--- src/hdl/vts_pkg.sv ---
// Package: constants for voltage transformer supervision.
// Assumes magnitudes in hundredths of nominal voltage, angles in tenths of a degree.
package vts_pkg;
  // ------------------------------------------------------------
  // Settings (hundredths of nominal, tenths of degree)
  // ------------------------------------------------------------
  localparam logic [6:0]  LOW_PICKUP_MIN   = 7'h05;
  localparam logic [6:0]  LOW_PICKUP_MAX   = 7'h32;
  localparam logic [6:0]  LOW_PICKUP_RST   = 7'h05;
  localparam logic [6:0]  HIGH_DETECT_MIN  = 7'h01;
  localparam logic [6:0]  HIGH_DETECT_MAX  = 7'h6E;
  localparam logic [6:0]  HIGH_DETECT_RST  = 7'h50;
  localparam logic [9:0]  ANGLE_LIM_MIN    = 10'h014;
  localparam logic [9:0]  ANGLE_LIM_MAX    = 10'h384;
  localparam logic [9:0]  ANGLE_LIM_RST    = 10'h032;
  localparam logic [11:0] ANGLE_FULL       = 12'h0E10;
  localparam logic        FUSE_CHECK_RST   = 1'b1;
  // ------------------------------------------------------------
  // Timing
  // ------------------------------------------------------------
  localparam int TICK_MS        = 5;
  localparam int LOOKBACK_MS    = 40;
  localparam int LOOKBACK_TICKS = LOOKBACK_MS / TICK_MS;
  localparam int MAX_TIME_S     = 1800;
  localparam int MAX_TICKS      = MAX_TIME_S * 1000 / TICK_MS;
  localparam int TIME_W         = 19;
  localparam logic [TIME_W-1:0] DELAY_RST = 19'h0_0014;
  // ------------------------------------------------------------
  // Status encodings
  // ------------------------------------------------------------
  typedef enum logic [4:0] {
    BUS_DEAD      = 5'h01,
    BUS_OK        = 5'h02,
    BUS_SEQ_REV   = 5'h04,
    BUS_SEQ_UNDEF = 5'h08,
    BUS_PROBLEM   = 5'h10
  } vts_bus_t;
  typedef enum logic [4:0] {
    COND_NORMAL   = 5'h01,
    COND_START    = 5'h02,
    COND_LINEFAIL = 5'h04,
    COND_BUSFAIL  = 5'h08,
    COND_BLOCKED  = 5'h10
  } vts_cond_t;
  localparam logic [6:0] DEAD_LEVEL = 7'h02;
endpackage : vts_pkg

--- src/hdl/vts_angle_hist.sv ---
// Angle history for one channel: shift register of tick-sampled angles.
// Assumes tick_i is a one-cycle pulse from the same clock.
`timescale 1ns/1ps
module vts_angle_hist #(
  parameter int DEPTH = 8
) (
  input  wire logic        clock_i,
  input  wire logic        rst_n_i,
  input  wire logic        tick_i,
  input  wire logic [11:0] angle_i,
  output logic      [11:0] old_angle_o,
  output logic      [11:0] diff_o
);
  import vts_pkg::*;
  logic [11:0] hist_reg [DEPTH];
  logic [11:0] raw_diff;
  // Wrapped magnitude of the angle change, 0..180 deg
  assign raw_diff    = (angle_i >= hist_reg[DEPTH-1]) ? angle_i - hist_reg[DEPTH-1]
                                                      : hist_reg[DEPTH-1] - angle_i;
  assign diff_o      = (raw_diff > (ANGLE_FULL >> 1)) ? ANGLE_FULL - raw_diff : raw_diff;
  assign old_angle_o = hist_reg[DEPTH-1];
  always_ff @(posedge clock_i or negedge rst_n_i) begin
    if (!rst_n_i) begin
      for (int i = 0; i < DEPTH; i++) hist_reg[i] <= 12'h000;
    end else if (tick_i) begin
      hist_reg[0] <= angle_i;
      for (int i = 1; i < DEPTH; i++) hist_reg[i] <= hist_reg[i-1];
    end
  end
endmodule : vts_angle_hist

--- src/hdl/vts_supervision.sv ---
// Voltage transformer supervision: pick-up, blocking, definite delay, status.
// Assumes a 5 ms tick, magnitudes in hundredths of nominal, angles in 0.1 deg.
`timescale 1ns/1ps
// Notes on behaviour
// - Pick-up when any phase below low level or two phases above high level.
// - Low pick-up level settable 0.05..0.50 of nominal, default 0.05.
// - High detect level settable 0.01..1.10 of nominal, default 0.80.
// - Pick-up blocked while a channel angle changed less than limit over 40 ms.
// - Angle shift limit 2..90 deg in 0.1 deg steps, default 5 deg.
// - Bus fuse check, default on, gates bus breaker trip as failure source.
// - Line fuse check, default on, gates line breaker trip as failure source.
// - Positive and negative sequence computed from phases, zero sequence taken from channel 4; every channel angle tracked.
// - Bus status: dead, ok, reversed, undefined, or problem.
// - Condition: normal, started, line failure, bus failure, blocked.
// - Expected operating time shown in 5 ms steps, definite_delay_i not clamped, so 0..524287 ticks.
// - Blocking sampled once at start of each cycle, held for the cycle.
// - Pick-up without blocking raises start and begins delay timing.
// - Pick-up with blocking raises blocked and stops processing.
// - Blocking after start clears start and resets timing as on release.
// - Settings may change while running without restart.
// - Operating delay is definite time.
// - Resettable counters of start, bus alarm, line alarm and blocked.
module vts_supervision #(
  parameter int CNT_W = 16
) (
  input  wire logic                    clock_i,
  input  wire logic                    resetn_i,
  input  wire logic                    tick_i,
  input  wire logic [6:0]              volt1_i,
  input  wire logic [6:0]              volt2_i,
  input  wire logic [6:0]              volt3_i,
  input  wire logic [6:0]              volt4_i,
  input  wire logic [11:0]             angle1_i,
  input  wire logic [11:0]             angle2_i,
  input  wire logic [11:0]             angle3_i,
  input  wire logic [11:0]             angle4_i,
  input  wire logic                    block_i,
  input  wire logic                    bus_breaker_trip_input_i,
  input  wire logic                    line_breaker_trip_input_i,
  input  wire logic [6:0]              low_pickup_i,
  input  wire logic [6:0]              high_detect_i,
  input  wire logic [9:0]              angle_limit_i,
  input  wire logic                    bus_fuse_check_i,
  input  wire logic                    line_fuse_check_i,
  input  wire logic [vts_pkg::TIME_W-1:0] definite_delay_i,
  input  wire logic                    counters_clear_i,
  output logic                         start_o,
  output logic                         blocked_o,
  output logic                         alarm_o,
  output logic                         line_side_failure_o,
  output logic                         bus_side_failure_o,
  output logic [4:0]                   bus_status_o,
  output logic [4:0]                   condition_o,
  output logic [vts_pkg::TIME_W-1:0]   expected_time_o,
  output logic signed [vts_pkg::TIME_W:0] remaining_time_o,
  output logic [8:0]                   seq_pos_o,
  output logic [8:0]                   seq_neg_o,
  output logic [8:0]                   seq_zero_o,
  output logic [CNT_W-1:0]             start_count_o,
  output logic [CNT_W-1:0]             bus_alarm_count_o,
  output logic [CNT_W-1:0]             line_alarm_count_o,
  output logic [CNT_W-1:0]             blocked_count_o
);
  import vts_pkg::*;

  // ------------------------------------------------------------
  // Reset release and input synchronisers
  // ------------------------------------------------------------
  logic       rst_s1_reg, rst_n;
  logic [2:0] pin_s1_reg, pin_s2_reg;
  always_ff @(posedge clock_i or negedge resetn_i) begin
    if (!resetn_i) begin
      rst_s1_reg <= 1'b0;
      rst_n      <= 1'b0;
    end else begin
      rst_s1_reg <= 1'b1;
      rst_n      <= rst_s1_reg;
    end
  end
  // Pins from outside: block and breaker trips
  always_ff @(posedge clock_i or negedge rst_n) begin
    if (!rst_n) begin
      pin_s1_reg <= 3'h0;
      pin_s2_reg <= 3'h0;
    end else begin
      pin_s1_reg <= {line_breaker_trip_input_i, bus_breaker_trip_input_i, block_i};
      pin_s2_reg <= pin_s1_reg;
    end
  end

  // ------------------------------------------------------------
  // Setting clamps, re-read each tick so groups may switch live
  // ------------------------------------------------------------
  function automatic logic [9:0] clamp10(input logic [9:0] v, input logic [9:0] lo, input logic [9:0] hi);
    clamp10 = (v < lo) ? lo : (v > hi) ? hi : v;
  endfunction : clamp10
  wire [9:0] low_wide  = clamp10({3'h0, low_pickup_i}, {3'h0, LOW_PICKUP_MIN}, {3'h0, LOW_PICKUP_MAX});
  wire [9:0] high_wide = clamp10({3'h0, high_detect_i}, {3'h0, HIGH_DETECT_MIN}, {3'h0, HIGH_DETECT_MAX});
  wire [6:0] low_lvl   = low_wide[6:0];
  wire [6:0] high_lvl  = high_wide[6:0];
  wire [9:0] ang_lim  = clamp10(angle_limit_i, ANGLE_LIM_MIN, ANGLE_LIM_MAX);

  // ------------------------------------------------------------
  // Angle histories and pick-up
  // ------------------------------------------------------------
  logic [11:0] diff [4];
  logic [11:0] old_ang [4];
  logic [11:0] ang_in [4];
  assign ang_in[0] = angle1_i;
  assign ang_in[1] = angle2_i;
  assign ang_in[2] = angle3_i;
  assign ang_in[3] = angle4_i;
  for (genvar g = 0; g < 4; g++) begin : g_hist
    vts_angle_hist #(.DEPTH(LOOKBACK_TICKS)) u_hist (
      .clock_i     (clock_i),
      .rst_n_i     (rst_n),
      .tick_i      (tick_i),
      .angle_i     (ang_in[g]),
      .old_angle_o (old_ang[g]),
      .diff_o      (diff[g])
    );
  end

  wire [2:0] below = {volt3_i < low_lvl, volt2_i < low_lvl, volt1_i < low_lvl};
  wire [2:0] above = {volt3_i > high_lvl, volt2_i > high_lvl, volt1_i > high_lvl};
  wire two_above   = (above[0] & above[1]) | (above[0] & above[2]) | (above[1] & above[2]);
  wire cond_raw    = (|below) | two_above;
  wire angle_still = ({2'h0, ang_lim} > diff[0]) | ({2'h0, ang_lim} > diff[1]) |
                     ({2'h0, ang_lim} > diff[2]) | ({2'h0, ang_lim} > diff[3]);
  wire pickup      = cond_raw & ~angle_still;
  wire all_dead    = (volt1_i < DEAD_LEVEL) & (volt2_i < DEAD_LEVEL) & (volt3_i < DEAD_LEVEL);

  // ------------------------------------------------------------
  // Sequence estimate: phase order from angle steps, 120 deg apart
  // ------------------------------------------------------------
  function automatic logic [11:0] wrap_sub(input logic [11:0] a, input logic [11:0] b);
    wrap_sub = (a >= b) ? a - b : a + ANGLE_FULL - b;
  endfunction : wrap_sub
  localparam logic [11:0] DEG120 = 12'h04B0;
  localparam logic [11:0] DEG240 = 12'h0960;
  localparam logic [11:0] SEQ_TOL = 12'h00C8;
  function automatic logic near(input logic [11:0] a, input logic [11:0] t);
    near = (a + SEQ_TOL >= t) && (a <= t + SEQ_TOL);
  endfunction : near
  wire [11:0] d12 = wrap_sub(angle1_i, angle2_i);
  wire [11:0] d23 = wrap_sub(angle2_i, angle3_i);
  wire seq_fwd    = near(d12, DEG120) & near(d23, DEG120);
  wire seq_rev    = near(d12, DEG240) & near(d23, DEG240);
  // Magnitude-only approximation: balanced sum versus spread
  wire [8:0] vsum = {2'h0, volt1_i} + {2'h0, volt2_i} + {2'h0, volt3_i};
  wire [6:0] vmax = (volt1_i > volt2_i) ? ((volt1_i > volt3_i) ? volt1_i : volt3_i)
                                        : ((volt2_i > volt3_i) ? volt2_i : volt3_i);
  wire [6:0] vmin = (volt1_i < volt2_i) ? ((volt1_i < volt3_i) ? volt1_i : volt3_i)
                                        : ((volt2_i < volt3_i) ? volt2_i : volt3_i);

  // ------------------------------------------------------------
  // Blocking sample and state machine
  // ------------------------------------------------------------
  typedef enum logic [2:0] {
    ST_IDLE    = 3'b001,
    ST_TIMING  = 3'b010,
    ST_BLOCKED = 3'b100
  } vts_state_t;
  vts_state_t state_reg, state_next;
  logic        block_cyc_reg;
  logic [TIME_W-1:0] elapsed_reg;
  logic        alarm_reg;
  wire block_now = pin_s2_reg[0];
  wire bus_fuse  = pin_s2_reg[1] & bus_fuse_check_i;
  wire line_fuse = pin_s2_reg[2] & line_fuse_check_i;

  always_comb begin
    state_next = state_reg;
    case (state_reg)
      ST_IDLE: begin
        if (pickup && block_cyc_reg) state_next = ST_BLOCKED;
        else if (pickup)             state_next = ST_TIMING;
      end
      ST_TIMING: begin
        if (!pickup)            state_next = ST_IDLE;
        else if (block_cyc_reg) state_next = ST_BLOCKED;
      end
      ST_BLOCKED: begin
        if (!pickup) state_next = ST_IDLE;
      end
      default: state_next = ST_IDLE;
    endcase
  end

  wire [TIME_W-1:0] delay = definite_delay_i;
  wire expire = (state_next == ST_TIMING) && (elapsed_reg >= delay);

  always_ff @(posedge clock_i or negedge rst_n) begin
    if (!rst_n) begin
      state_reg     <= ST_IDLE;
      block_cyc_reg <= 1'b0;
      elapsed_reg   <= '0;
      alarm_reg     <= 1'b0;
    end else if (tick_i) begin
      block_cyc_reg <= block_now;
      state_reg     <= state_next;
      if (state_next == ST_TIMING) begin
        if (elapsed_reg < delay) elapsed_reg <= elapsed_reg + 19'h0_0001;
        alarm_reg <= expire;
      end else begin
        elapsed_reg <= '0;
        alarm_reg   <= 1'b0;
      end
    end
  end

  // ------------------------------------------------------------
  // Registered outputs
  // ------------------------------------------------------------
  vts_bus_t  bus_next;
  vts_cond_t cond_next;
  assign bus_next = all_dead ? BUS_DEAD :
                    (cond_raw | bus_fuse | line_fuse) ? BUS_PROBLEM :
                    seq_fwd ? BUS_OK : seq_rev ? BUS_SEQ_REV : BUS_SEQ_UNDEF;
  assign cond_next = (state_next == ST_BLOCKED) ? COND_BLOCKED :
                     line_fuse ? COND_LINEFAIL :
                     bus_fuse ? COND_BUSFAIL :
                     (state_next == ST_TIMING) ? COND_START : COND_NORMAL;
  wire start_rise = (state_next == ST_TIMING) && (state_reg != ST_TIMING);
  wire blk_rise   = (state_next == ST_BLOCKED) && (state_reg != ST_BLOCKED);
  logic bus_f_reg, line_f_reg;
  function automatic logic [CNT_W-1:0] bump(input logic [CNT_W-1:0] c, input logic ev);
    bump = (ev && c != '1) ? c + 1'b1 : c;
  endfunction : bump

  always_ff @(posedge clock_i or negedge rst_n) begin
    if (!rst_n) begin
      start_o             <= 1'b0;
      blocked_o           <= 1'b0;
      alarm_o             <= 1'b0;
      line_side_failure_o <= 1'b0;
      bus_side_failure_o  <= 1'b0;
      bus_f_reg           <= 1'b0;
      line_f_reg          <= 1'b0;
      bus_status_o        <= BUS_DEAD;
      condition_o         <= COND_NORMAL;
      expected_time_o     <= DELAY_RST;
      remaining_time_o    <= '0;
      seq_pos_o           <= '0;
      seq_neg_o           <= '0;
      seq_zero_o          <= '0;
      start_count_o       <= '0;
      bus_alarm_count_o   <= '0;
      line_alarm_count_o  <= '0;
      blocked_count_o     <= '0;
    end else begin
      expected_time_o <= delay;
      if (tick_i) begin
        start_o             <= (state_next == ST_TIMING);
        blocked_o           <= (state_next == ST_BLOCKED);
        alarm_o             <= expire;
        bus_f_reg           <= bus_fuse;
        line_f_reg          <= line_fuse;
        bus_side_failure_o  <= bus_fuse;
        line_side_failure_o <= line_fuse;
        bus_status_o        <= bus_next;
        condition_o         <= cond_next;
        remaining_time_o    <= (state_next == ST_TIMING) ?
                               $signed({1'b0, delay}) - $signed({1'b0, elapsed_reg}) : '0;
        seq_pos_o  <= seq_fwd ? vsum / 9'd3 : '0;
        seq_neg_o  <= seq_rev ? vsum / 9'd3 : {2'h0, vmax - vmin};
        seq_zero_o <= {2'h0, volt4_i};
      end
      if (counters_clear_i) begin
        // Event in the clearing cycle still counts
        start_count_o      <= bump('0, tick_i & start_rise);
        bus_alarm_count_o  <= bump('0, tick_i & bus_fuse & ~bus_f_reg);
        line_alarm_count_o <= bump('0, tick_i & line_fuse & ~line_f_reg);
        blocked_count_o    <= bump('0, tick_i & blk_rise);
      end else if (tick_i) begin
        start_count_o      <= bump(start_count_o, start_rise);
        bus_alarm_count_o  <= bump(bus_alarm_count_o, bus_fuse & ~bus_f_reg);
        line_alarm_count_o <= bump(line_alarm_count_o, line_fuse & ~line_f_reg);
        blocked_count_o    <= bump(blocked_count_o, blk_rise);
      end
    end
  end

  // ------------------------------------------------------------
  // Checks
  // ------------------------------------------------------------
  property p_block_stops;
    @(posedge clock_i) disable iff (!rst_n)
      (tick_i && block_cyc_reg && state_reg != ST_BLOCKED && pickup) |=> (state_reg == ST_BLOCKED);
  endproperty
  a_block_stops: assert property (p_block_stops) else $error("blocked pickup not blocked");
  property p_start;
    @(posedge clock_i) disable iff (!rst_n)
      (tick_i && state_reg == ST_IDLE && pickup && !block_cyc_reg) |=> start_o;
  endproperty
  a_start: assert property (p_start) else $error("start missing");
  property p_clear_on_block;
    @(posedge clock_i) disable iff (!rst_n)
      (tick_i && state_reg == ST_TIMING && block_cyc_reg) |=> (!start_o && elapsed_reg == '0);
  endproperty
  a_clear_on_block: assert property (p_clear_on_block) else $error("start not cleared");
  property p_sample;
    @(posedge clock_i) disable iff (!rst_n)
      !tick_i |=> $stable(block_cyc_reg);
  endproperty
  a_sample: assert property (p_sample) else $error("block sample moved mid-cycle");
  property p_pickup;
    @(posedge clock_i) disable iff (!rst_n)
      (tick_i && volt1_i < low_lvl && !angle_still && !block_cyc_reg && state_reg != ST_BLOCKED) |=> start_o;
  endproperty
  a_pickup: assert property (p_pickup) else $error("low voltage no pickup");
  property p_angle;
    @(posedge clock_i) disable iff (!rst_n)
      (tick_i && angle_still) |=> !start_o;
  endproperty
  a_angle: assert property (p_angle) else $error("angle block ignored");
  property p_bus_fuse;
    @(posedge clock_i) disable iff (!rst_n)
      (tick_i && !bus_fuse_check_i) |=> !bus_side_failure_o;
  endproperty
  a_bus_fuse: assert property (p_bus_fuse) else $error("bus fuse unchecked but flagged");
  property p_line_fuse;
    @(posedge clock_i) disable iff (!rst_n)
      (tick_i && !line_fuse_check_i) |=> !line_side_failure_o;
  endproperty
  a_line_fuse: assert property (p_line_fuse) else $error("line fuse unchecked but flagged");
  property p_alarm;
    @(posedge clock_i) disable iff (!rst_n)
      alarm_o |-> start_o;
  endproperty
  a_alarm: assert property (p_alarm) else $error("alarm without start");
endmodule : vts_supervision

--- config.mk ---
export PLATFORM = sky130hd
export DESIGN_NAME = vts_supervision
export DESIGN_NICKNAME = d
export VERILOG_FILES = /design/src/hdl/vts_pkg.sv /design/src/hdl/vts_angle_hist.sv /design/src/hdl/vts_supervision.sv
export SDC_FILE = /design/constraint.sdc
export NUM_CORES = 1
export LEC_CHECK = 0
export ABC_AREA = 0
export BUFFER_PORTS_ARGS = -buffer_cell sky130_fd_sc_hd__buf_2
export CORE_MARGIN = 2
export CORE_UTILIZATION = 30
export DETAILED_ROUTE_END_ITERATION = 8
export PLACE_DENSITY = 0.51
export SYNTH_ARGS = -nofsm -noshare
export SYNTH_HDL_FRONTEND = slang
export SYNTH_SLANG_ARGS = --single-unit
export TNS_END_PERCENT = 5
--- constraint.sdc ---
create_clock -name clock_i -period 20.9 [get_ports clock_i]
set_input_delay 3.135 -clock clock_i [delete_from_list [all_inputs] [get_ports clock_i]]
set_output_delay 3.135 -clock clock_i [all_outputs]
set_load 0.01 [all_outputs]
# After elaboration in Yosys (flattened, before gate mapping)
# Cells that the tools add are included.
# Widths: inputs -> output; s select.
# classes
n_reduce_logical,23
muxes,57
magnitude_cmp,45
eq_ne,12
bitwise_logic,29
add_sub_neg,29
div_mod_pow,1
# ops
cell,count
$mux 16,12
$sub 12x12->12,12
$mux 12,10
$ge 12x12->1,6
$mux 7,10
$add 16x1->16 const B,4
$ne 16x16->1 const B,4
$gt 10x12->1,4
$gt 12x11->1 const B,4
$sub 12x12->12 const A,4
$gt 7x7->1,6
$lt 7x7->1,6
$mux 19,2
$add 12x12->12 const B,2
$add 12x8->12 const B,2
$ge 12x11->1 const B,2
$ge 12x12->1 const B,2
$le 12x11->1 const B,2
$le 12x12->1 const B,2
$lt 7x2->1 const B,3
$mux 10,2
$mux 20,1
$sub 19x19->20,1
$add 19x1->19 const B,1
other kinds (32),92
# totals
register_bits,558
output_inout_bits,145

# Logic depth before layout (Yosys ltp)
# Gate-level depths: netlist of run 1.
# logic_depth
word_depth,19
ltp_mapped,33

# Cells and area by module
# Synthesis of run 1 repeated with hierarchy kept, for this count alone.
# hier_totals
cells_unflattened,3729
area_unflattened_um2,36932.9
# modules_own_cells
mod,seq_area_each_um2,area_each_um2,instances,cells_each
vts_supervision,4285.4,16216.8,1,1907
vts_angle_hist (g_hist[0].u_hist ...),2402.3,5166.2,3,455
vts_angle_hist (g_hist[3].u_hist),2402.3,5217.5,1,457

# Least setup slack after synthesis of run 1
# No wires, ideal clock.
# synth_path
path_kind,input-to-reg
startpoint,in angle1_i[0]
endpoint,reg start_count_o[12]
stages,31
setup_slack_ps,11843
t_required_ps,20772
n_path_buf,2
t_arrival_ps,8929
setup_time_ps,128
path_cell_list,inv_1 ha_1 inv_1 fa_1 a21oi_1 nor2_2 o2111ai_1 a32o_1 buf_2 mux2_1 o21ai_1 xor2_1 nand3b_1 o21bai_1 nor2_1 a21oi_1 ha_1 nor2b_1 o21a_1 o21ai_0 a21oi_1 o31a_1 o21a_1 o21ba_2 or4b_1 o211ai_1 a2111oi_4 nand3_2 buf_6 nor4_2 mux2_1
# synth_between
elab_chain_len,18
# synth_rtl
item,line,text
from (decl),vts_supervision.sv:33,"input wire logic [11:0] angle1_i,"
$sub 12x12->12 (tied with other cells),vts_angle_hist.sv:19,: hist_reg[DEPTH-1] - angle_i;
$mux 12 (*),vts_angle_hist.sv:18,assign raw_diff = (angle_i >= hist_reg[DEPTH-1]) ? angle_i - hist_reg[DEPTH-1]
$sub 12x12->12 or $gt 12x11->1 (tied branches),vts_angle_hist.sv:20,assign diff_o = (raw_diff > (ANGLE_FULL >> 1)) ? ANGLE_FULL - raw_diff : raw_diff;
$mux 12 (*),vts_angle_hist.sv:20,
$gt 10x12->1 (*),vts_supervision.sv:128,"wire angle_still = ({2'h0, ang_lim} > diff[0]) | ({2'h0, ang_lim} > diff[1]) |"
$or 1x1->1 (*) (2 in a row),vts_supervision.sv:128,
$or 1x1->1 (*),vts_supervision.sv:129,"({2'h0, ang_lim} > diff[2]) | ({2'h0, ang_lim} > diff[3]);"
$not 1->1 (*),vts_supervision.sv:130,wire pickup = cond_raw & ~angle_still;
$and 1x1->1 (*),vts_supervision.sv:130,
$mux 3 or $logic_and 1x1->1 (tied branches),"vts_supervision.sv:177, vts_supervision.sv:176",
$mux 3,vts_supervision.sv:176,if (pickup && block_cyc_reg) state_next = ST_BLOCKED;
$pmux 3 s3 (*),vts_supervision.sv:174,case (state_reg)
$eq 3x2->1 (*),vts_supervision.sv:224,wire start_rise = (state_next == ST_TIMING) && (state_reg != ST_TIMING);
$logic_and 1x1->1 (*),vts_supervision.sv:224,
$logic_and 1x1->1 (*),vts_supervision.sv:228,bump = (ev && c != '1) ? c + 1'b1 : c;
$reduce_bool 2->1 (no line) (*),--,
$reduce_and 2->1 (no line) (*),--,
to (signal assigned),vts_supervision.sv:271,"start_count_o <= bump('0, tick_i & start_rise);"
to (signal assigned),vts_supervision.sv:276,"start_count_o <= bump(start_count_o, start_rise);"
to (decl),vts_supervision.sv:59,"output logic [CNT_W-1:0] start_count_o,"
# Mark *: on every way between the ends. The rest lies on a longest branch, timed or not.
# A chain may end at the register's enable or synchronous reset.

# Worst setup path in the final report of run 1
# layout_path
startpoint,in angle1_i[0]
endpoint,reg start_count_o[10]
# The elaborated chain is that of the path after synthesis.

==> results of run 1 <==
==> cell type report <==
cell class	instances	share of cell area, %
diodes	4	0.0245
clock buffers	98	5.03
clock inverters	29	0.969
inverters	246	2.26
multi-input cells	2571	49.2
flip-flops and latches	555	34.1
well taps	1536	4.71
repair buffers	289	3.76
==> critical path, delay by kind of cell <==
kind	cells	cell delay, ns
adder cells (fa/ha/maj)	3	0.83
XOR/XNOR	1	0.36
AO/OA/AOI/OAI	14	3.66
buffers and inverters	3	0.29
multiplexers	2	0.76
AND/OR/NAND/NOR	7	1.95
==> cells in the final DEF, fill, tap and decap left out, drive strengths merged, types with 14 or more instances in the layout <==
master | netlist | layout
dfrtp | 550 | 550
mux2 | 363 | 363
buf | 42 | 289
ha | 288 | 288
inv | 246 | 250
nand2 | 218 | 218
nor2 | 214 | 214
a21oi | 188 | 188
o21ai | 176 | 176
xnor2 | 112 | 112
clkbuf | 97 | 98
nand3 | 91 | 91
xor2 | 78 | 78
a21o | 65 | 65
nand4 | 55 | 55
mux2i | 53 | 53
nor3 | 52 | 52
a31oi | 44 | 44
o21a | 40 | 40
fa | 36 | 36
nor2b | 34 | 34
o2bb2ai | 32 | 32
o31ai | 29 | 29
or3 | 28 | 28
a211oi | 28 | 28
nand2b | 27 | 27
and3 | 25 | 25
and2 | 23 | 23
nor4 | 22 | 22
nand3b | 16 | 16
o22ai | 16 | 16
o211ai | 15 | 15
or4 | 15 | 15
o21bai | 14 | 14
==> cell families (layout without fill, tap and decap cells) <==
group	Yosys count	in the layout	synth area share, %
compound gates	770	770	14.5
xor+xnor	190	190	4.71
fa+ha+maj	326	326	12.2
buf+inv	385	662	4.34
flops	555	555	39.2
mux	416	416	13.0
other cells	2	12	0.0212
simple gates	861	861	12.0
==> worst paths after layout <==
| path | to | start | slack, ns | depth (start not counted) |
|---|---|---|---|---|
| min in group asynchronous | g_hist[3].u_hist.hist_reg[46] | rst_n | 0.42 | 0 |
| max reg2reg | start_count_o[10] | g_hist[0].u_hist.old_angle_o[1] | 12.67 | 27 |
| max in group asynchronous | g_hist[0].u_hist.hist_reg[94] | rst_n | 17.71 | 3 |
| min reg2reg | pin_s2_reg[2] | pin_s1_reg[2] | 0.35 | 0 |
| max | start_count_o[10] | angle1_i[0] | 10.37 | 30 |
| min | pin_s2_reg[2] | pin_s1_reg[2] | 0.35 | 0 |
==> power by group through the flow <==
stage / combinational, mW / sequential [mW] / clock (mW)
5_1_grt: 2.55 / 1.46 / 1.38
6_report: 2.26 / 1.42 / 1.29
2_1_floorplan: 1.72 / 1.43 / 0
3_5_place_dp: 2.27 / 1.44 / 0
3_3_place_gp: 2.25 / 1.44 / 0
4_1_cts: 2.28 / 1.43 / 1.34
==> per-layer routing <==
layer / up-vias / track usage, % / wire (microns) / part of all wire [%]
met2: 405 / 25.5 / 43900 / 47
met5: - / 0 / 79 / 0.084
met3: 125 / 2.84 / 3910 / 4.2
met4: 14 / 3.98 / 1830 / 2.0
met1: 13100 / 20.8 / 44300 / 47
li1: 13000 / - / - / -
==> impl_metrics.json, run 1 <==
{
  "synth_top_area_share_pct": 38.8,
  "timing.final.crit_period_ns": 10.53,
  "rsz0062_at_grt": "false",
  "ant_nets": 0,
  "antenna_found_initial": 12,
  "fmax_ghz": 0.0950,
  "min_path_type": "reg2reg",
  "clockBufferDepth": 3,
  "pwr-share-seq_pct": 28.7,
  "drt-total-wl_microns": 94000,
  "ys_types": 101,
  "maxCapViolations": 0,
  "syn_area_sq_um": 35500,
  "grt_pass1_vias": 26600,
  "final_core_util_pct": 34.6,
  "status": "finished clean",
  "p_sw_mw": 1.93,
  "final_area_sq_um": 40800,
  "wl_per_cell_microns": 17.7,
  "peakVddDrop_uv": 64.0,
  "seq_area_frac_synth_pct": 39.2,
  "htreeDepth": 3,
  "viasPerCell": 5.01,
  "dp.cells": 5197,
  "finalCritPeriodShare_pct": 50.4,
  "synth.area.top_cells": "dfrtp_1 (39%), mux2_2 (11%), ha_1 (10%)",
  "setup_viol": 0,
  "crit_slowest_cell": "nand3_2",
  "rows": 126,
  "crit_arrival_ns": 11.05,
  "ys_warn_count": 0,
  "critPathMaxFanout": 46,
  "cts_resized": 0,
  "vias": 26700,
  "total_power_mw": 4.96,
  "fin_skew_ns": 0.0241,
  "grt_pass1_wl_microns": 150000,
  "dieArea_sq_um": 121000,
  "die_w_microns": 348,
  "synth_most_common_cell": "dfrtp_1",
  "core-area_sq_um": 118000,
  "max_stage_delay_ns": 0.82,
  "grt_util_all_layers_pct": 15.5,
  "slew_headroom_pct": 27.8,
  "drt-initial-drc-count": 1670,
  "fin_hold_ws_ns": 0.350,
  "grt_overflow": 0,
  "power.leakage_nw": 18.3,
  "cts_setup_buffers": 0,
  "register_area_sq_um": 13900,
  "final_nets": 4187,
  "yosysTopAreaCell": "dfrtp_1",
  "cp-start-kind": "input port",
  "die_y_microns": 348,
  "clkPwrFrac_pct": 25.9,
  "gp_congestion": 0.863,
  "syn_inst": 3505,
  "worst_slack_ns": 10.37,
  "dr.pass1.iters": 5,
  "hpwl_microns": 70000,
  "slew_violations": 0,
  "fillCellCount": 12000,
  "hold_viol": 0,
  "pwr-share-comb_pct": 45.4,
  "synth.avg_cell_area_sq_um": 10.1,
  "synth_commonest_cells": "dfrtp_1 (550), mux2_2 (360), ha_1 (288), inv_1 (245), nand2_1 (218)",
  "drc_errors": 0,
  "p_sw_share_pct": 38.9,
  "p_int_mw": 3.03,
  "start_util_pct": 30.1,
  "grt_max_degree": 157,
  "cts_buffers": 72,
  "worst_slew_pin_slew_ns": 1.08,
  "postCtsHoldBufs": 0,
  "clock-root-buffer": "clkbuf_16",
  "synth-edff-count": 0,
  "cp-end-kind": "register",
  "tns_ns": 0,
  "power.density_nw_per_um2": 122,
  "required_ns": 21.42,
  "ios": 273,
  "largest_reg_flops": 336,
  "stdcell_count": 5328,
  "cts.clk_slew.worst_paths_ns": 0.05,
  "multi_input_area_sq_um": 20100,
  "crit_type": "in2reg",
  "clock_latency_ns": 0.64,
  "cpMostUsedCell": "a21oi_1",
  "cts_tree": "done",
  "place_ws_ns": 9.72,
  "port_buffers": 268,
  "drive_gt1_share_pct": 21.4,
  "clock_sink_count": 555,
  "synth_flop_cell": "dfrtp_1",
  "area_delta_synth_final_pct": 15.0,
  "synth-seq-cells": 555,
  "synthArstFlopShare_pct": 100,
  "placed_area_sq_um": 38300
}
No activity file was read; power rests on OpenSTA's default activity.
==> run 2: changes to the inputs <==
--- a/config.mk
+++ b/config.mk
@@ -5,12 +5,12 @@
 export SDC_FILE = /design/constraint.sdc
 export NUM_CORES = 1
 export LEC_CHECK = 0
-export ABC_AREA = 0
+export ABC_AREA = 1
 export BUFFER_PORTS_ARGS = -buffer_cell sky130_fd_sc_hd__buf_2
 export CORE_MARGIN = 2
 export CORE_UTILIZATION = 30
 export DETAILED_ROUTE_END_ITERATION = 8
-export PLACE_DENSITY = 0.51
+export PLACE_DENSITY = 0.52
 export SYNTH_ARGS = -nofsm -noshare
 export SYNTH_HDL_FRONTEND = slang
 export SYNTH_SLANG_ARGS = --single-unit
==> constraint.sdc (replaced) <==
create_clock -name clock_i -period 8.7 [get_ports clock_i]
set_input_delay 1.305 -clock clock_i [delete_from_list [all_inputs] [get_ports clock_i]]
set_output_delay 1.305 -clock clock_i [all_outputs]
set_load 0.01 [all_outputs]
==> run 2 against run 1 <==
Compared with the run above: sequential share of layout area rose by 0.38 points; first-iteration DRC count up 17%; worst hold slack got worse by 0.021 ns; clock skew grew 0.011 ns; clock power up 130%; critical path type unchanged; sequential power grew 120%; largest power group unchanged; die area down 0.95%; highest routed layer unchanged.
==> impl_metrics.json, run 2 <==
{
  "dieArea_sq_um": 120000,
  "final_nets": 5161,
  "largest_reg_flops": 336,
  "clock_latency_ns": 0.64,
  "r2r_cells": 35,
  "drt-total-wl_microns": 98400,
  "total_power_mw": 10.1,
  "synth_top_area_share_pct": 39.2,
  "grt_max_degree": 247,
  "min_path_type": "reg2async",
  "antenna_found_initial": 3,
  "setup_viol": 0,
  "cts_setup_buffers": 0,
  "wl_per_cell_microns": 15.6,
  "timing.final.crit_period_ns": 7.25,
  "postCtsHoldBufs": 0,
  "clkPwrFrac_pct": 29.7,
  "seq_area_frac_synth_pct": 39.5,
  "ys_types": 69,
  "crit_type": "in2reg",
  "synth_flop_cell": "dfrtp_1",
  "synthArstFlopShare_pct": 100,
  "start_util_pct": 30.2,
  "synth_compound_area_share_pct": 15.2,
  "clockBufferDepth": 3,
  "die_w_microns": 346,
  "syn_area_sq_um": 35100,
  "ant_nets": 0,
  "required_ns": 9.28,
  "synth.avg_cell_area_sq_um": 7.83,
  "critPathMaxFanout": 22,
  "power.density_nw_per_um2": 249,
  "ys_warn_count": 0,
  "synth.area.top_cells": "dfrtp_1 (39%), nand2_1 (11%), ha_1 (10%)",
  "status": "finished clean",
  "cts.clk_slew.worst_paths_ns": 0.06,
  "hpwl_microns": 73000,
  "maxCapViolations": 0,
  "grt_overflow": 0,
  "cts_resized": 0,
  "core-area_sq_um": 116000,
  "fmax_ghz": 0.138,
  "pwr-share-comb_pct": 39.5,
  "reg2reg_from": "g_hist[2].u_hist.old_angle_o[0]",
  "slew_headroom_pct": 24.4,
  "synth-simple-area-share_pct": 19.6,
  "die_y_microns": 346,
  "p_sw_mw": 4.01,
  "rsz0062_at_grt": "false",
  "p_int_mw": 6.04,
  "r2r-end": "start_count_o[0]",
  "synth_commonest_cells": "nand2_1 (1067), inv_1 (619), o21ai_0 (574), dfrtp_1 (550), ha_1 (288)",
  "grt_pass1_vias": 29200,
  "synth-edff-count": 0,
  "vias": 29600,
  "synth_top_family_by_area": "simple AND/OR/NAND/NOR gates",
  "drc_errors": 0,
  "grt_util_all_layers_pct": 16.3,
  "peakVddDrop_uv": 152,
  "cpMostUsedCell": "nand2_1",
  "crit_start": "angle3_i[0]",
  "gp_congestion": 0.903,
  "clock-root-buffer": "clkbuf_16",
  "slew_violations": 0,
  "cp-start-kind": "input port",
  "most-common-layout-cells": "nand2_1 (1067), inv_1 (618), o21ai_0 (574)",
  "tns_ns": 0,
  "p_sw_share_pct": 39.9,
  "grt_pass1_wl_microns": 159000,
  "htreeDepth": 3,
  "port_buffers": 268,
  "cts_tree": "done",
  "final_area_sq_um": 40400,
  "synth-seq-cells": 555,
  "synth_xor_xnor_area_share_pct": 4.67,
  "crit_arrival_ns": 7.82,
  "finalCritPeriodShare_pct": 83.3,
  "final_common_cell": "nand2_1",
  "area_delta_synth_final_pct": 14.8,
  "cts_buffers": 69,
  "yosysTopAreaCell": "dfrtp_1",
  "rows": 125,
  "pwr-share-seq_pct": 30.9,
  "worst_slew_pin_slew_ns": 1.12,
  "crit_slowest_cell": "nand2_1",
  "rrSetupSlack_ns": 1.97,
  "drive_gt1_share_pct": 9.89,
  "cp-end-kind": "register",
  "clock_sink_count": 555,
  "fillCellCount": 12300,
  "placed_area_sq_um": 38000,
  "fin_skew_ns": 0.0355,
  "power.leakage_nw": 20.0,
  "synth_most_common_cell": "nand2_1",
  "viasPerCell": 4.71,
  "ios": 273,
  "hold_viol": 0,
  "muxShareOfSynthArea_pct": 0.171,
  "synthAdderAreaFrac_pct": 12.3,
  "dr.pass1.iters": 6,
  "syn_inst": 4488,
  "drt-initial-drc-count": 1946,
  "max_stage_delay_ns": 0.61
}
[run 2: cell type report]
type                    instances  area (sq um)  area share [%]
multi-input cells            3164         18300            45.3
flip-flops and latches        555         13900            34.4
inverters                     637          2400            5.95
clock buffers                  95          1930            4.79
well taps                    1524          1910            4.72
repair buffers                282          1510            3.73
clock inverters                30           420            1.04
diodes                          1          2.50         0.00620
[run 2: stage by stage]
| step | hold slack (ns) | instances | setup slack, ns | util [%] |
|---|---|---|---|---|
| 2_1_floorplan | 0.331 | 4494 | 2.52 | - |
| 3_3_place_gp | 0.332 | 6162 | 0.778 | 32.7 |
| 3_5_place_dp | 0.335 | 6162 | 0.785 | 32.7 |
| 4_1_cts | 0.342 | 6287 | 1.50 | 34.7 |
| 5_1_grt | 0.356 | 6288 | 0.634 | 34.7 |
| 6_report | 0.329 | 6288 | 1.45 | 34.7 |
[run 2: routing by layer]
layer  vias up  wire length, microns  global-route usage (%)
met4         2                  2650                    5.09
met1     13900                 45800                    21.5
met5         -                     9                       0
met3       144                  3680                    2.33
met2       505                 46300                    27.4
li1      15000                     -                       -
[run 2: power groups by stage]
stage	logic (mW)	clock network, mW	registers [mW]
floorplan	2.88	0	3.19
global placement	3.95	0	3.15
detailed placement	3.98	0	3.15
CTS	4.01	3.09	3.11
global route	4.56	3.19	3.15
finish	3.97	2.98	3.10
[run 2: cells by family (layout without fill, tap and decap cells)]
group / after synthesis / count (layout)
fa+ha+maj: 324 / 324
other cells: 2 / 9
compound gates: 982 / 982
xor+xnor: 184 / 184
mux: 6 / 6
buf+inv: 775 / 1044
flops: 555 / 555
simple gates: 1660 / 1660
[run 2: worst max path at each step]
stage | to | slack, ns | cells past startpoint
6_report | start_count_o[0] | 1.45 | 37
5_1_grt | remaining_time_o[12] | 0.63 | 35
4_1_cts | remaining_time_o[16] | 1.50 | 35
3_5_place_dp | remaining_time_o[16] | 0.78 | 35
3_3_place_gp | start_count_o[0] | 0.78 | 37
2_1_floorplan | seq_neg_o[0] | 2.52 | 40
[run 2: critical path, delay by kind of cell]
family | cells | cell delay (ns)
xor+xnor | 2 | 0.59
simple gates | 19 | 3.41
compound gates | 7 | 0.94
fa+ha+maj | 3 | 0.83
buf+inv | 6 | 0.70
==> run 3: changes to the inputs <==
--- a/config.mk
+++ b/config.mk
@@ -5,12 +5,12 @@
 export SDC_FILE = /design/constraint.sdc
 export NUM_CORES = 1
 export LEC_CHECK = 0
-export ABC_AREA = 1
+export ABC_AREA = 0
 export BUFFER_PORTS_ARGS = -buffer_cell sky130_fd_sc_hd__buf_2
 export CORE_MARGIN = 2
 export CORE_UTILIZATION = 30
 export DETAILED_ROUTE_END_ITERATION = 8
-export PLACE_DENSITY = 0.52
+export PLACE_DENSITY = 0.51
 export SYNTH_ARGS = -nofsm -noshare
 export SYNTH_HDL_FRONTEND = slang
 export SYNTH_SLANG_ARGS = --single-unit
==> constraint.sdc (replaced) <==
create_clock -name clock_i -period 7.35 [get_ports clock_i]
set_input_delay 1.1025 -clock clock_i [delete_from_list [all_inputs] [get_ports clock_i]]
set_output_delay 1.1025 -clock clock_i [all_outputs]
set_load 0.01 [all_outputs]
==> run 3 against run 2 <==
Compared with the run above: design area grew 3.1%; register-to-register slack lost 1.1 ns; clock-buffer cell count shrank 3; first-iteration DRC count shrank 17%; sequential power grew 30%; critical path type unchanged; critical endpoint is now start_count_o[10].
==> impl_metrics.json, run 3 (same netlist as run 1, synthesis figures left out) <==
{
  "fillCellCount": 11900,
  "place_ws_ns": -0.177,
  "timing.final.crit_period_ns": 6.83,
  "vias": 27000,
  "slew_violations": 0,
  "fin_skew_ns": 0.0283,
  "final_common_cell": "dfrtp_1",
  "clockBufferDepth": 3,
  "register_area_sq_um": 13900,
  "critPathMaxFanout": 22,
  "min_path_type": "in2async",
  "viasPerCell": 4.99,
  "drt-initial-drc-count": 1615,
  "ios": 273,
  "dieArea_sq_um": 121000,
  "rsz0062_at_grt": "false",
  "grt_pass1_wl_microns": 152000,
  "peakVddDrop_uv": 197,
  "antenna_found_initial": 13,
  "crit_arrival_ns": 7.34,
  "cts_setup_buffers": 0,
  "setup_viol": 0,
  "final_nets": 4285,
  "worst_slack_ns": 0.521,
  "wl_per_cell_microns": 17.6,
  "grt_overflow": 0,
  "gp_congestion": 0.862,
  "cp-end-kind": "register",
  "die_y_microns": 348,
  "hold_viol": 0,
  "htreeDepth": 3,
  "fin_hold_ws_ns": 0.271,
  "worst_slew_pin_slew_ns": 1.04,
  "ant_nets": 0,
  "placed_area_sq_um": 39200,
  "multi_input_area_sq_um": 20100,
  "grt_util_all_layers_pct": 15.8,
  "power.density_nw_per_um2": 352,
  "start_util_pct": 30.1,
  "cts_buffers": 68,
  "clock_sink_count": 555,
  "clock-root-buffer": "clkbuf_16",
  "final_area_sq_um": 41600,
  "largest_reg_flops": 336,
  "grt_pass1_vias": 27000,
  "cts_tree": "done",
  "drc_errors": 0,
  "port_buffers": 268,
  "maxCapViolations": 0,
  "status": "finished clean",
  "core-area_sq_um": 118000,
  "area_delta_synth_final_pct": 17.2,
  "drive_gt1_share_pct": 23.5,
  "most-common-layout-cells": "dfrtp_1 (549), mux2_2 (360), ha_1 (288)",
  "power.leakage_nw": 18.8,
  "grt_max_degree": 163,
  "slew_headroom_pct": 30.8,
  "die_w_microns": 348,
  "max_stage_delay_ns": 0.42,
  "cts.clk_slew.worst_paths_ns": 0.06,
  "hpwl_microns": 71500,
  "rows": 126,
  "crit_slowest_cell": "fa_1",
  "crit_type": "in2reg",
  "required_ns": 7.86,
  "fmax_ghz": 0.146,
  "clock_latency_ns": 0.63,
  "dr.pass1.iters": 6,
  "drt-total-wl_microns": 95500,
  "finalCritPeriodShare_pct": 92.9,
  "cp-start-kind": "input port"
}
[run 3: changes by cell type in the layout (fill, tap and decap cells not counted), sizes merged, moves of 92 or more]
cell / change
inv: -386
buf: +109
nand3: -92
o21ai: -437
nand2: -856
mux2: +363
[run 3: through the flow]
stage          total power, mW  TNS [ns]  cells  util, %
5_1_grt                   15.8         0   5425     35.3
4_1_cts                   14.8         0   5423     35.3
3_3_place_gp              11.0     -1.31   5299     33.3
2_1_floorplan             8.97         0   3511        -
3_5_place_dp              11.1     -1.99   5299     33.3
6_report                  14.6         0   5425     35.3
[run 3: timing repair]
action,4_1_cts,5_1_grt
hold buffers,0,0
endpoints found under the setup margin,0,6
resized for setup,0,3
[run 3: cell type report]
type                       instances  area share, %
sequential                       555           33.4
tap                             1536           4.62
timing repair buffer             391           5.71
clock buffer                      92           4.58
antenna                            2         0.0120
inverter                         246           2.22
multi-input combinational       2571           48.3
clock inverter                    32           1.17
[run 3: worst paths after layout]
path,start,to,slack (ns),cells past startpoint
min in group clock_i,rst_s1_reg,rst_n,0.35,0
max reg2reg,g_hist[0].u_hist.old_angle_o[0],start_count_o[10],0.84,31
max,angle1_i[0],start_count_o[10],0.52,33
max in group asynchronous,rst_n,g_hist[0].u_hist.hist_reg[47],5.47,1
min,resetn_i,rst_n,0.27,1
min reg2reg,rst_s1_reg,rst_n,0.35,0
[run 3: metal layers]
metal | GRT usage (%) | vias to the layer above | routed length [microns]
met4 | 6.02 | 14 | 3310
met3 | 3.08 | 158 | 4750
li1 | - | 13200 | -
met1 | 20.7 | 13100 | 43400
met5 | 0 | - | 87
met2 | 25.5 | 537 | 43900
[run 3: power breakdown]
part / leakage (nW) / internal, mW / switching, mW
combinational: 10.8 / 3.12 / 3.87
sequential: 6.81 / 3.70 / 0.340
clock: 1.15 / 2.19 / 1.41
total: 18.8 / 9.01 / 5.62
[run 3: critical path: cells and delay by family]
family | cells | cell delay [ns]
xor gates and xnor gates | 1 | 0.21
adders and majority gates | 3 | 0.85
and+or+nand+nor | 7 | 0.96
AOI/OAI and AO/OA | 14 | 2.65
buffers and inverters | 6 | 0.80
muxes | 2 | 0.71
